[src/ssm_defines.vh]
`ifndef SSM_DEFINES_VH
`define SSM_DEFINES_VH
`define SSM_REG_SPEED      8'h10
`define SSM_REG_VOLT       8'h11
`define SSM_REG_TEMP       8'h12
`define SSM_REG_DUTY       8'h13
`define SSM_REG_SAVE       8'h14
`define SSM_REG_ADDR       8'h15
`define SSM_REG_POS_LO     8'h16
`define SSM_REG_POS_HI     8'h17
`define SSM_REG_STALL      8'h18
`define SSM_REG_FUNC       8'h19
`define SSM_SPEED_MAX      16'sd30000
`define SSM_VOLT_MAX       16'h7FFF
`define SSM_TEMP_MAX       8'd100
`define SSM_SAVE_NONE      16'h0000
`define SSM_SAVE_BUSY      16'h0001
`define SSM_SAVE_DONE      16'h0002
`define SSM_STALL_MAX      10'd609
`define SSM_DIGIT_BASE     10'd10
`define SSM_FN_PULSE       16'h0000
`define SSM_FN_HOME36      16'h0001
`define SSM_FN_FOLLOW      16'h0002
`define SSM_FN_SPEED       16'h0003
`define SSM_FN_HOMEZERO    16'h0004
`define SSM_FN_ZOUT        16'h0005
`define SSM_FN_HOMEEN      16'h0008
`define SSM_FN_ANGLE_MIN   16'h000A
`define SSM_FN_ANGLE_MAX   16'h8000
`define SSM_MODE_PULSE     2'h0
`define SSM_MODE_FOLLOW    2'h1
`define SSM_MODE_SPEED     2'h2
`define SSM_MODE_AUTO      2'h3
`define SSM_CMD_STOP       2'h0
`define SSM_CMD_REV        2'h1
`define SSM_CMD_FWD_REL    2'h2
`define SSM_CMD_GOTO       2'h3
`define SSM_TURN_COUNTS    32768
`define SSM_TURN_DEG       360
`define SSM_HOME_DEG       36
`define SSM_CLK_HZ         40000000
`define SSM_HALVE_S        3
`define SSM_PWM_WIN_US     1000
`define SSM_PERMILLE       1000
`define SSM_DUTY_LO_PM     11'd100
`define SSM_DUTY_HI_PM     11'd900
`define SSM_RPM_MAX        10'd1000
`endif

[src/ssm_top.v]
`include "ssm_defines.vh"
module ssm_top #(
    parameter [31:0] HALVE_CYC = `SSM_HALVE_S * `SSM_CLK_HZ,
    parameter [31:0] PWM_WIN   = `SSM_PWM_WIN_US * (`SSM_CLK_HZ / 1000000)
) (
    input  wire        ref_clk,
    input  wire        rstn,
    input  wire [7:0]  reg_addr,
    input  wire        reg_wr,
    input  wire        reg_rd,
    input  wire [15:0] reg_wdata,
    output reg  [15:0] reg_rdata,
    output reg         reg_rvalid,
    input  wire [15:0] speed_x10,
    input  wire [15:0] volt_code,
    input  wire [7:0]  temp_c,
    input  wire [15:0] duty_code,
    input  wire [7:0]  node_addr_pins,
    input  wire        pos_step,
    input  wire        pos_dir,
    input  wire        rotor_blocked,
    input  wire        enc_zero,
    input  wire        move_done,
    input  wire        origin_pin,
    input  wire        pwm_pin,
    input  wire        save_done,
    output reg         save_req,
    output reg  [1:0]  ctrl_mode,
    output wire [9:0]  drive_limit,
    output wire        stall_alarm,
    output wire        limit_halved,
    output wire [1:0]  motor_cmd,
    output wire [14:0] move_target,
    output wire        origin_out,
    output reg  [9:0]  speed_target_rpm
);
    reg  [7:0]  addr_s1_r;
    reg  [7:0]  addr_s2_r;
    reg         org_s1_r;
    reg         org_s2_r;
    reg         pwm_s1_r;
    reg         pwm_s2_r;
    reg  [15:0] speed_r;
    reg  [15:0] volt_r;
    reg  [7:0]  temp_r;
    reg  [15:0] duty_r;
    reg  [15:0] save_r;
    reg  [31:0] pos_r;
    reg  [9:0]  limit_r;
    reg  [15:0] func_r;
    reg         start_r;
    reg         boot_r;
    reg         clr_alarm_r;
    reg  [31:0] win_cnt_r;
    reg  [31:0] high_cnt_r;
    reg  [15:0] rd_nxt;

    wire        wr_save  = reg_wr && (reg_addr == `SSM_REG_SAVE);
    wire        wr_pos_l = reg_wr && (reg_addr == `SSM_REG_POS_LO);
    wire        wr_pos_h = reg_wr && (reg_addr == `SSM_REG_POS_HI);
    wire        wr_stall = reg_wr && (reg_addr == `SSM_REG_STALL);
    wire        wr_func  = reg_wr && (reg_addr == `SSM_REG_FUNC);
    // Window end adds its own sample, so a window of N cycles sees N samples
    wire [31:0] high_fin = high_cnt_r + {31'h0000_0000, pwm_s2_r};

    function [9:0] ssm_duty_to_rpm;
        input [31:0] high;
        input [31:0] win;
        reg   [31:0] pm;
        reg   [31:0] rpm;
        begin
            pm  = (high * `SSM_PERMILLE) / win;
            rpm = 32'h0000_0000;
            if (pm >= {21'h0, `SSM_DUTY_HI_PM})
                rpm = {22'h0, `SSM_RPM_MAX};
            else if (pm > {21'h0, `SSM_DUTY_LO_PM})
                rpm = ((pm - {21'h0, `SSM_DUTY_LO_PM}) * 32'd5) >> 2;
            ssm_duty_to_rpm = rpm[9:0];
        end
    endfunction

    function [15:0] ssm_clamp_speed;
        input [15:0] v;
        begin
            if ($signed(v) > `SSM_SPEED_MAX)
                ssm_clamp_speed = `SSM_SPEED_MAX;
            else if ($signed(v) < -`SSM_SPEED_MAX)
                ssm_clamp_speed = -`SSM_SPEED_MAX;
            else
                ssm_clamp_speed = v;
        end
    endfunction

    // Pins from outside the clock domain pass two flops first
    always @(posedge ref_clk) begin
        if (!rstn) begin
            addr_s1_r <= 8'h00;
            addr_s2_r <= 8'h00;
            org_s1_r  <= 1'b0;
            org_s2_r  <= 1'b0;
            pwm_s1_r  <= 1'b0;
            pwm_s2_r  <= 1'b0;
        end else begin
            addr_s1_r <= node_addr_pins;
            addr_s2_r <= addr_s1_r;
            org_s1_r  <= origin_pin;
            org_s2_r  <= org_s1_r;
            pwm_s1_r  <= pwm_pin;
            pwm_s2_r  <= pwm_s1_r;
        end
    end

    // Readback snapshots; speed, voltage and temperature clamped to their printed ranges, duty passed through
    always @(posedge ref_clk) begin
        if (!rstn) begin
            speed_r <= 16'h0000;
            volt_r  <= 16'h0000;
            temp_r  <= 8'h00;
            duty_r  <= 16'h0000;
        end else begin
            speed_r <= ssm_clamp_speed(speed_x10);
            volt_r  <= (volt_code > `SSM_VOLT_MAX) ? `SSM_VOLT_MAX : volt_code;
            temp_r  <= (temp_c > `SSM_TEMP_MAX) ? `SSM_TEMP_MAX : temp_c;
            duty_r  <= duty_code;
        end
    end

    // Save flag: completion wins over a same-cycle clearing write
    always @(posedge ref_clk) begin
        if (!rstn) begin
            save_r   <= `SSM_SAVE_NONE;
            save_req <= 1'b0;
        end else begin
            save_req <= wr_save && (reg_wdata == `SSM_SAVE_BUSY) &&
                        (save_r != `SSM_SAVE_BUSY);
            if (save_done && (save_r == `SSM_SAVE_BUSY || wr_save))
                save_r <= `SSM_SAVE_DONE;
            else if (wr_save && reg_wdata == `SSM_SAVE_BUSY)
                save_r <= `SSM_SAVE_BUSY;
            else if (wr_save && reg_wdata == `SSM_SAVE_NONE)
                save_r <= `SSM_SAVE_NONE;
        end
    end

    // Position: a host load takes priority over a tracked step
    always @(posedge ref_clk) begin
        if (!rstn) begin
            pos_r <= 32'h0000_0000;
        end else if (wr_pos_l) begin
            pos_r[15:0] <= reg_wdata;
        end else if (wr_pos_h) begin
            pos_r[31:16] <= reg_wdata;
        end else if (pos_step) begin
            pos_r <= pos_dir ? pos_r - 32'h1 : pos_r + 32'h1;
        end
    end

    // Limit, function select and start of automatic sequences
    always @(posedge ref_clk) begin
        if (!rstn) begin
            limit_r     <= 10'h000;
            func_r      <= `SSM_FN_PULSE;
            start_r     <= 1'b0;
            boot_r      <= 1'b1;
            clr_alarm_r <= 1'b0;
        end else begin
            clr_alarm_r <= wr_stall;
            if (wr_stall)
                limit_r <= (reg_wdata > {6'h00, `SSM_STALL_MAX}) ?
                           `SSM_STALL_MAX : reg_wdata[9:0];
            if (wr_func)
                func_r <= reg_wdata;
            // Sequences run once after power-up and again on each write to the function register
            start_r <= boot_r || wr_func;
            boot_r  <= 1'b0;
        end
    end

    always @(posedge ref_clk) begin
        if (!rstn) begin
            ctrl_mode <= `SSM_MODE_PULSE;
        end else begin
            case (func_r)
                `SSM_FN_PULSE:  ctrl_mode <= `SSM_MODE_PULSE;
                `SSM_FN_ZOUT:   ctrl_mode <= `SSM_MODE_PULSE;
                `SSM_FN_FOLLOW: ctrl_mode <= `SSM_MODE_FOLLOW;
                `SSM_FN_SPEED:  ctrl_mode <= `SSM_MODE_SPEED;
                `SSM_FN_HOME36, `SSM_FN_HOMEZERO, `SSM_FN_HOMEEN:
                    ctrl_mode <= `SSM_MODE_AUTO;
                default: begin
                    if (func_r >= `SSM_FN_ANGLE_MIN && func_r <= `SSM_FN_ANGLE_MAX)
                        ctrl_mode <= `SSM_MODE_AUTO;
                    else
                        ctrl_mode <= `SSM_MODE_PULSE;
                end
            endcase
        end
    end

    // Duty measured over a fixed window; a window trades latency for resolution
    always @(posedge ref_clk) begin
        if (!rstn) begin
            win_cnt_r        <= 32'h0000_0000;
            high_cnt_r       <= 32'h0000_0000;
            speed_target_rpm <= 10'h000;
        end else if (win_cnt_r >= PWM_WIN - 32'h1) begin
            win_cnt_r  <= 32'h0000_0000;
            high_cnt_r <= 32'h0000_0000;
            speed_target_rpm <= (ctrl_mode == `SSM_MODE_SPEED) ?
                                ssm_duty_to_rpm(high_fin, PWM_WIN) : 10'h000;
        end else begin
            win_cnt_r <= win_cnt_r + 32'h1;
            if (pwm_s2_r)
                high_cnt_r <= high_cnt_r + 32'h1;
        end
    end

    always @* begin
        rd_nxt = 16'h0000;
        case (reg_addr)
            `SSM_REG_SPEED:  rd_nxt = speed_r;
            `SSM_REG_VOLT:   rd_nxt = volt_r;
            `SSM_REG_TEMP:   rd_nxt = {8'h00, temp_r};
            `SSM_REG_DUTY:   rd_nxt = duty_r;
            `SSM_REG_SAVE:   rd_nxt = save_r;
            `SSM_REG_ADDR:   rd_nxt = {8'h00, addr_s2_r};
            `SSM_REG_POS_LO: rd_nxt = pos_r[15:0];
            `SSM_REG_POS_HI: rd_nxt = pos_r[31:16];
            `SSM_REG_STALL:  rd_nxt = {6'h00, limit_r};
            `SSM_REG_FUNC:   rd_nxt = func_r;
            default:         rd_nxt = 16'h0000;
        endcase
    end

    always @(posedge ref_clk) begin
        if (!rstn) begin
            reg_rdata  <= 16'h0000;
            reg_rvalid <= 1'b0;
        end else begin
            reg_rvalid <= reg_rd;
            if (reg_rd)
                reg_rdata <= rd_nxt;
        end
    end

    ssm_stall_guard #(
        .HALVE_CYC (HALVE_CYC)
    ) u_stall (
        .ref_clk     (ref_clk),
        .rstn        (rstn),
        .limit       (limit_r),
        .blocked     (rotor_blocked),
        .clr_alarm   (clr_alarm_r),
        .drive_limit (drive_limit),
        .stall_alarm (stall_alarm),
        .halved      (limit_halved)
    );

    ssm_homing u_home (
        .ref_clk     (ref_clk),
        .rstn        (rstn),
        .start       (start_r),
        .func        (func_r),
        .blocked     (rotor_blocked),
        .origin_in   (org_s2_r),
        .enc_zero    (enc_zero),
        .move_done   (move_done),
        .motor_cmd   (motor_cmd),
        .move_target (move_target),
        .origin_out  (origin_out),
        .busy        ()
    );
endmodule

[src/ssm_stall_guard.v]
`include "ssm_defines.vh"
module ssm_stall_guard #(
    parameter [31:0] HALVE_CYC = `SSM_HALVE_S * `SSM_CLK_HZ
) (
    input  wire        ref_clk,
    input  wire        rstn,
    input  wire [9:0]  limit,
    input  wire        blocked,
    input  wire        clr_alarm,
    output reg  [9:0]  drive_limit,
    output reg         stall_alarm,
    output reg         halved
);
    wire        alarm_sel = (limit % `SSM_DIGIT_BASE) != 10'd0;
    reg  [31:0] blk_cnt_r;

    always @(posedge ref_clk) begin
        if (!rstn) begin
            blk_cnt_r   <= 32'h0000_0000;
            stall_alarm <= 1'b0;
            halved      <= 1'b0;
            drive_limit <= 10'h000;
        end else begin
            // Alarm is sticky; a new event beats the clearing write
            if (blocked && alarm_sel)
                stall_alarm <= 1'b1;
            else if (clr_alarm)
                stall_alarm <= 1'b0;
            if (!blocked || alarm_sel) begin
                blk_cnt_r <= 32'h0000_0000;
                halved    <= 1'b0;
            end else if (blk_cnt_r >= HALVE_CYC - 32'h1) begin
                halved <= 1'b1;
            end else begin
                blk_cnt_r <= blk_cnt_r + 32'h1;
            end
            drive_limit <= halved ? (limit >> 1) : limit;
        end
    end
endmodule

[src/ssm_homing.v]
`include "ssm_defines.vh"
module ssm_homing (
    input  wire        ref_clk,
    input  wire        rstn,
    input  wire        start,
    input  wire [15:0] func,
    input  wire        blocked,
    input  wire        origin_in,
    input  wire        enc_zero,
    input  wire        move_done,
    output reg  [1:0]  motor_cmd,
    output reg  [14:0] move_target,
    output reg         origin_out,
    output wire        busy
);
    localparam [2:0] S_IDLE = 3'h0, S_REV_STOP = 3'h1, S_MOVE = 3'h2, S_Z_WAIT = 3'h3,
                     S_Z_HOLD = 3'h4, S_REV_ORG = 3'h5, S_ORG_LEAVE = 3'h6;
    localparam integer HOME_CNT_I = `SSM_HOME_DEG * `SSM_TURN_COUNTS / `SSM_TURN_DEG;
    localparam [14:0]  HOME_CNT   = HOME_CNT_I[14:0];
    reg [2:0] st_r;
    assign busy = (st_r != S_IDLE);

    always @(posedge ref_clk) begin
        if (!rstn) begin
            st_r        <= S_IDLE;
            motor_cmd   <= `SSM_CMD_STOP;
            move_target <= 15'h0000;
            origin_out  <= 1'b0;
        end else if (start) begin
            origin_out <= 1'b0;
            motor_cmd  <= `SSM_CMD_STOP;
            if (func == `SSM_FN_HOME36 || func == `SSM_FN_HOMEZERO) begin
                st_r      <= S_REV_STOP;
                motor_cmd <= `SSM_CMD_REV;
            end else if (func == `SSM_FN_ZOUT) begin
                st_r <= S_Z_WAIT;
            end else if (func == `SSM_FN_HOMEEN) begin
                st_r      <= S_REV_ORG;
                motor_cmd <= `SSM_CMD_REV;
            end else if (func >= `SSM_FN_ANGLE_MIN && func <= `SSM_FN_ANGLE_MAX) begin
                st_r        <= S_MOVE;
                motor_cmd   <= `SSM_CMD_GOTO;
                move_target <= func[14:0];
            end else begin
                st_r <= S_IDLE;
            end
        end else begin
            case (st_r)
                S_REV_STOP: if (blocked) begin
                    st_r <= S_MOVE;
                    if (func == `SSM_FN_HOME36) begin
                        motor_cmd   <= `SSM_CMD_FWD_REL;
                        move_target <= HOME_CNT;
                    end else begin
                        motor_cmd   <= `SSM_CMD_GOTO;
                        move_target <= 15'h0000;
                    end
                end
                S_MOVE: if (move_done) begin
                    st_r      <= S_IDLE;
                    motor_cmd <= `SSM_CMD_STOP;
                end
                // External pulses keep moving the rotor in both Z states
                S_Z_WAIT: if (blocked) begin
                    st_r       <= S_Z_HOLD;
                    origin_out <= 1'b1;
                end
                S_Z_HOLD: if (enc_zero) begin
                    st_r       <= S_IDLE;
                    origin_out <= 1'b0;
                end
                S_REV_ORG: if (origin_in) st_r <= S_ORG_LEAVE;
                S_ORG_LEAVE: if (!origin_in) begin
                    st_r      <= S_IDLE;
                    motor_cmd <= `SSM_CMD_STOP;
                end
                default: st_r <= S_IDLE;
            endcase
        end
    end
endmodule

[config.mk]
export PLATFORM = sky130hd
export DESIGN_NAME = ssm_top
export DESIGN_NICKNAME = d
export VERILOG_FILES = /design/src/ssm_top.v /design/src/ssm_stall_guard.v /design/src/ssm_homing.v
export VERILOG_INCLUDE_DIRS = /design/src
export SDC_FILE = /design/constraint.sdc
export NUM_CORES = 1
export LEC_CHECK = 0
export BUFFER_PORTS_ARGS = -buffer_cell sky130_fd_sc_hd__buf_2
export CORE_MARGIN = 5
export CORE_UTILIZATION = 48
export DETAILED_ROUTE_END_ITERATION = 10
export PLACE_DENSITY = 0.75
export SYNTH_ARGS = -nofsm -noshare
export SYNTH_HDL_FRONTEND = slang
export SYNTH_SLANG_ARGS = --single-unit
[constraint.sdc]
create_clock -name ref_clk -period 30.5 [get_ports ref_clk]
set_clock_uncertainty 0.05 [all_clocks]
set_input_delay 3.05 -clock ref_clk [delete_from_list [all_inputs] [get_ports ref_clk]]
set_output_delay 3.05 -clock ref_clk [all_outputs]
set_load 0.01 [all_outputs]
==> impl_metrics.ini <==
[cts]
cts_num_sinks = 295
cts_setup_buffers = 0
holdBufCountCts = 0
ctsResizeCount = 0
cts_htree_levels = 2
worstSkewPairLatency_ps = 570
cts_buffers = 34
path_clk_slew_ps = 60
cts_tree = yes
root_buffer = clkbuf_16
clock_path_buffers = 3

[die]
start_util_pct = 48.6
die_h_um = 241
core_area_mm2 = 0.0527
num_rows = 84
die_area_mm2 = 0.0581
die_x_um = 241
io_pins = 160

[synth]
synthDistinctLibCells = 143
synth_ff_type = dfxtp_1
yosys_warnings = 0
netlist.area_leader.share_pct = 23.1
synth-edff-count = 0
synthMuxAreaShare_pct = 2.17
synth-seq-cells = 295
synth-xor-area-share_pct = 9.81
synthArstFlopShare_pct = 0
avgSynthCellArea_um2 = 7.95
synth_top_family_by_area = compound AO/OA/AOI/OAI gates
yosys.area_share.adder_pct = 11.5
netlist_area_mm2 = 0.0256
synth_common_cells = 368 x nor2_1, 295 x dfxtp_1, 290 x nand2_1, 204 x a21oi_1, 176 x xnor2_1
yosys-top-cells-area = dfxtp_1 23%, xnor2_1 6.0%, fa_1 5.9%, nor2_1 5.4%, ha_1 4.8%
yosysTopAreaCell = dfxtp_1
syn_inst = 3219
synth_most_common_cell = nor2_1
synth-seq-area-share_pct = 23.1
synth-simple-area-share_pct = 22.8
synth_compound_area_share_pct = 26.1

[setup_path]
cp.arrival_ps = 24640
cp.required_ps = 30920
crit_family = compound AO/OA/AOI/OAI gates
critPathSlowestCell = o31ai_1
endpoint_kind = register
worst_path_largest_cell_delay_ps = 920
r2r_slack_ps = 6280
timing.critical_path.fanout_max = 17
critPathLaunch = pwm_s2_r
r2r_start = pwm_s2_r
critPathMostFrequentCell = ha_1
critPathKind = reg2reg
cp-start-kind = register
path_buf_inv = 2

[timing]
rsz0062_at_grt = no
fin_setup_tns_ps = 0
worst_pin_slew_ps = 1170
hold_viol = 0
fmax_mhz = 41.3
fin_crit_ps = 24220
setup_violations = 0
final.period_utilization_pct = 79.4
relSlewSlack_pct = 19.6
slew_viol_final = 0

[detailed_routing]
drt-total-wl_mm = 69.8
drt-wirelength-per-cell_um = 17.3
num_vias = 24100
viasPerCell = 5.96
drt_iter0_drc = 2278
ant_nets = 0
drc = 0
dr.pass1.iters = 7

[global_routing]
grt_pass1_vias = 22600
grt_overflow = 0
track_usage_pct = 23.3
grt_max_degree = 82
grt_pass1_wl_mm = 114
antenna_found_initial = 10

[job]
maxCapViolCount = 0

[power]
intPower_uw = 674
combPwrFrac_pct = 9.7
p_per_area_mw_per_mm2 = 32.4
clock_power_share_pct = 45.3
p_seq_share_pct = 45.1
power_leakage_uw = 0.0110
p_sw_uw = 233
swShare_pct = 25.7
peakVddDrop_v = 0.0000370

[placed_design]
place_hpwl_mm = 54.1
place_inst = 3969
io_buffers = 159
gp_congestion = 0.964

[cells_and_area]
final_cells = 4038
final_util_pct = 53.2
drive_gt1_share_pct = 11.5
fillers = 4964
layout-area-overhead-vs-synth_pct = 9.46
fin_nets = 3591

[min_path]
min_from = u_stall.blk_cnt_r[30]
hp-class = reg2reg

[status]
status = finished, final reports clean
-- kinds of logic (layout without fill, tap and decap cells) --
family | count (synthesis) | count (layout)
compound gates | 916 | 916
xor+xnor | 280 | 280
fa+ha+maj | 194 | 194
buf+inv | 288 | 395
flops | 295 | 295
mux | 50 | 50
other cells | 1 | 25
simple gates | 1195 | 1195
-- routing by layer --
layer | vias up | track usage, % | wire, µm
li1 | 11900 | - | -
met1 | 11300 | 31.1 | 30700
met2 | 734 | 38.6 | 32400
met3 | 156 | 3.94 | 4470
met4 | 8 | 7.81 | 2230
met5 | - | 0 | 57
-- registers in the layout, indices dropped and copies added, names as in the netlist, 15 cells and up --
name,flops
duty_r,16
func_r,16
high_cnt_r,29
pos_r,32
reg_rdata,16
speed_r,16
u_home.move_target,15
u_stall.blk_cnt_r,32
volt_r,16
win_cnt_r,32
-- cells in the final DEF, fill, tap and decap left out, types with 20 or more instances in the layout --
master and count:
a211oi_1 34, a21o_1 58, a21oi_1 204, a22oi_1 30, a31oi_1 40, and2_1 80
and3_1 42, buf_2 159, clkbuf_16 34, dfxtp_1 295, fa_1 76, ha_1 98
inv_1 158, mux2i_1 30, nand2_1 290, nand2b_1 31, nand3_1 95, nand4_1 46
nor2_1 368, nor3_1 68, nor4_1 27, o211ai_1 58, o21a_1 28, o21ai_0 106
o21ai_1 24, o21bai_1 27, o31ai_1 28, or2_2 28, or3_1 20, xnor2_1 176
xor2_1 97
-- power groups by stage --
stage	logic, µW	clock network, µW	registers [µW]
3_3_place_gp	84.6	0	417
6_report	87.7	411	409
3_5_place_dp	86.2	0	417
5_1_grt	99.2	437	410
2_1_floorplan	63.9	0	412
4_1_cts	87.2	419	408
-- final timing paths --
| path | cells past startpoint | endpoint |
|---|---|---|
| worst max-delay path | 78 | speed_target_rpm[9] |
| worst min-delay path | 2 | u_stall.blk_cnt_r[30] |
| worst max register to register | 78 | speed_target_rpm[9] |
| worst min register to register | 2 | u_stall.blk_cnt_r[30] |
-- per-stage QoR --
stage / hold slack [ps] / instance area (µm²) / setup WS, ps / total power (µW)
5_1_grt: 398 / 28000 / 4090 / 946
3_5_place_dp: 369 / 26900 / 6650 / 503
6_report: 376 / 28000 / 6280 / 907
2_1_floorplan: 358 / 25700 / 9810 / 476
3_3_place_gp: 364 / 26900 / 7190 / 501
4_1_cts: 378 / 28000 / 6530 / 914
-- worst register-to-register path: cells and delay by family (launching register included) --
family	cells	cell delay, ps
adder cells (fa/ha/maj)	10	3500
flip-flops	1	460
buffers and inverters	2	280
XOR/XNOR	11	3610
AO/OA/AOI/OAI	37	10790
AND/OR/NAND/NOR	15	4530
multiplexers	3	850
-- final cells by class --
class | instances | area, µm² | area share (%)
flip-flops and latches | 295 | 5910 | 21.1
repair buffers | 171 | 886 | 3.16
clock buffers | 47 | 970 | 3.46
well taps | 688 | 861 | 3.07
inverters | 162 | 611 | 2.18
clock inverters | 15 | 161 | 0.576
diodes | 7 | 17.5 | 0.0625
multi-input cells | 2653 | 18600 | 66.4
Power figures use the tool's default switching activity.
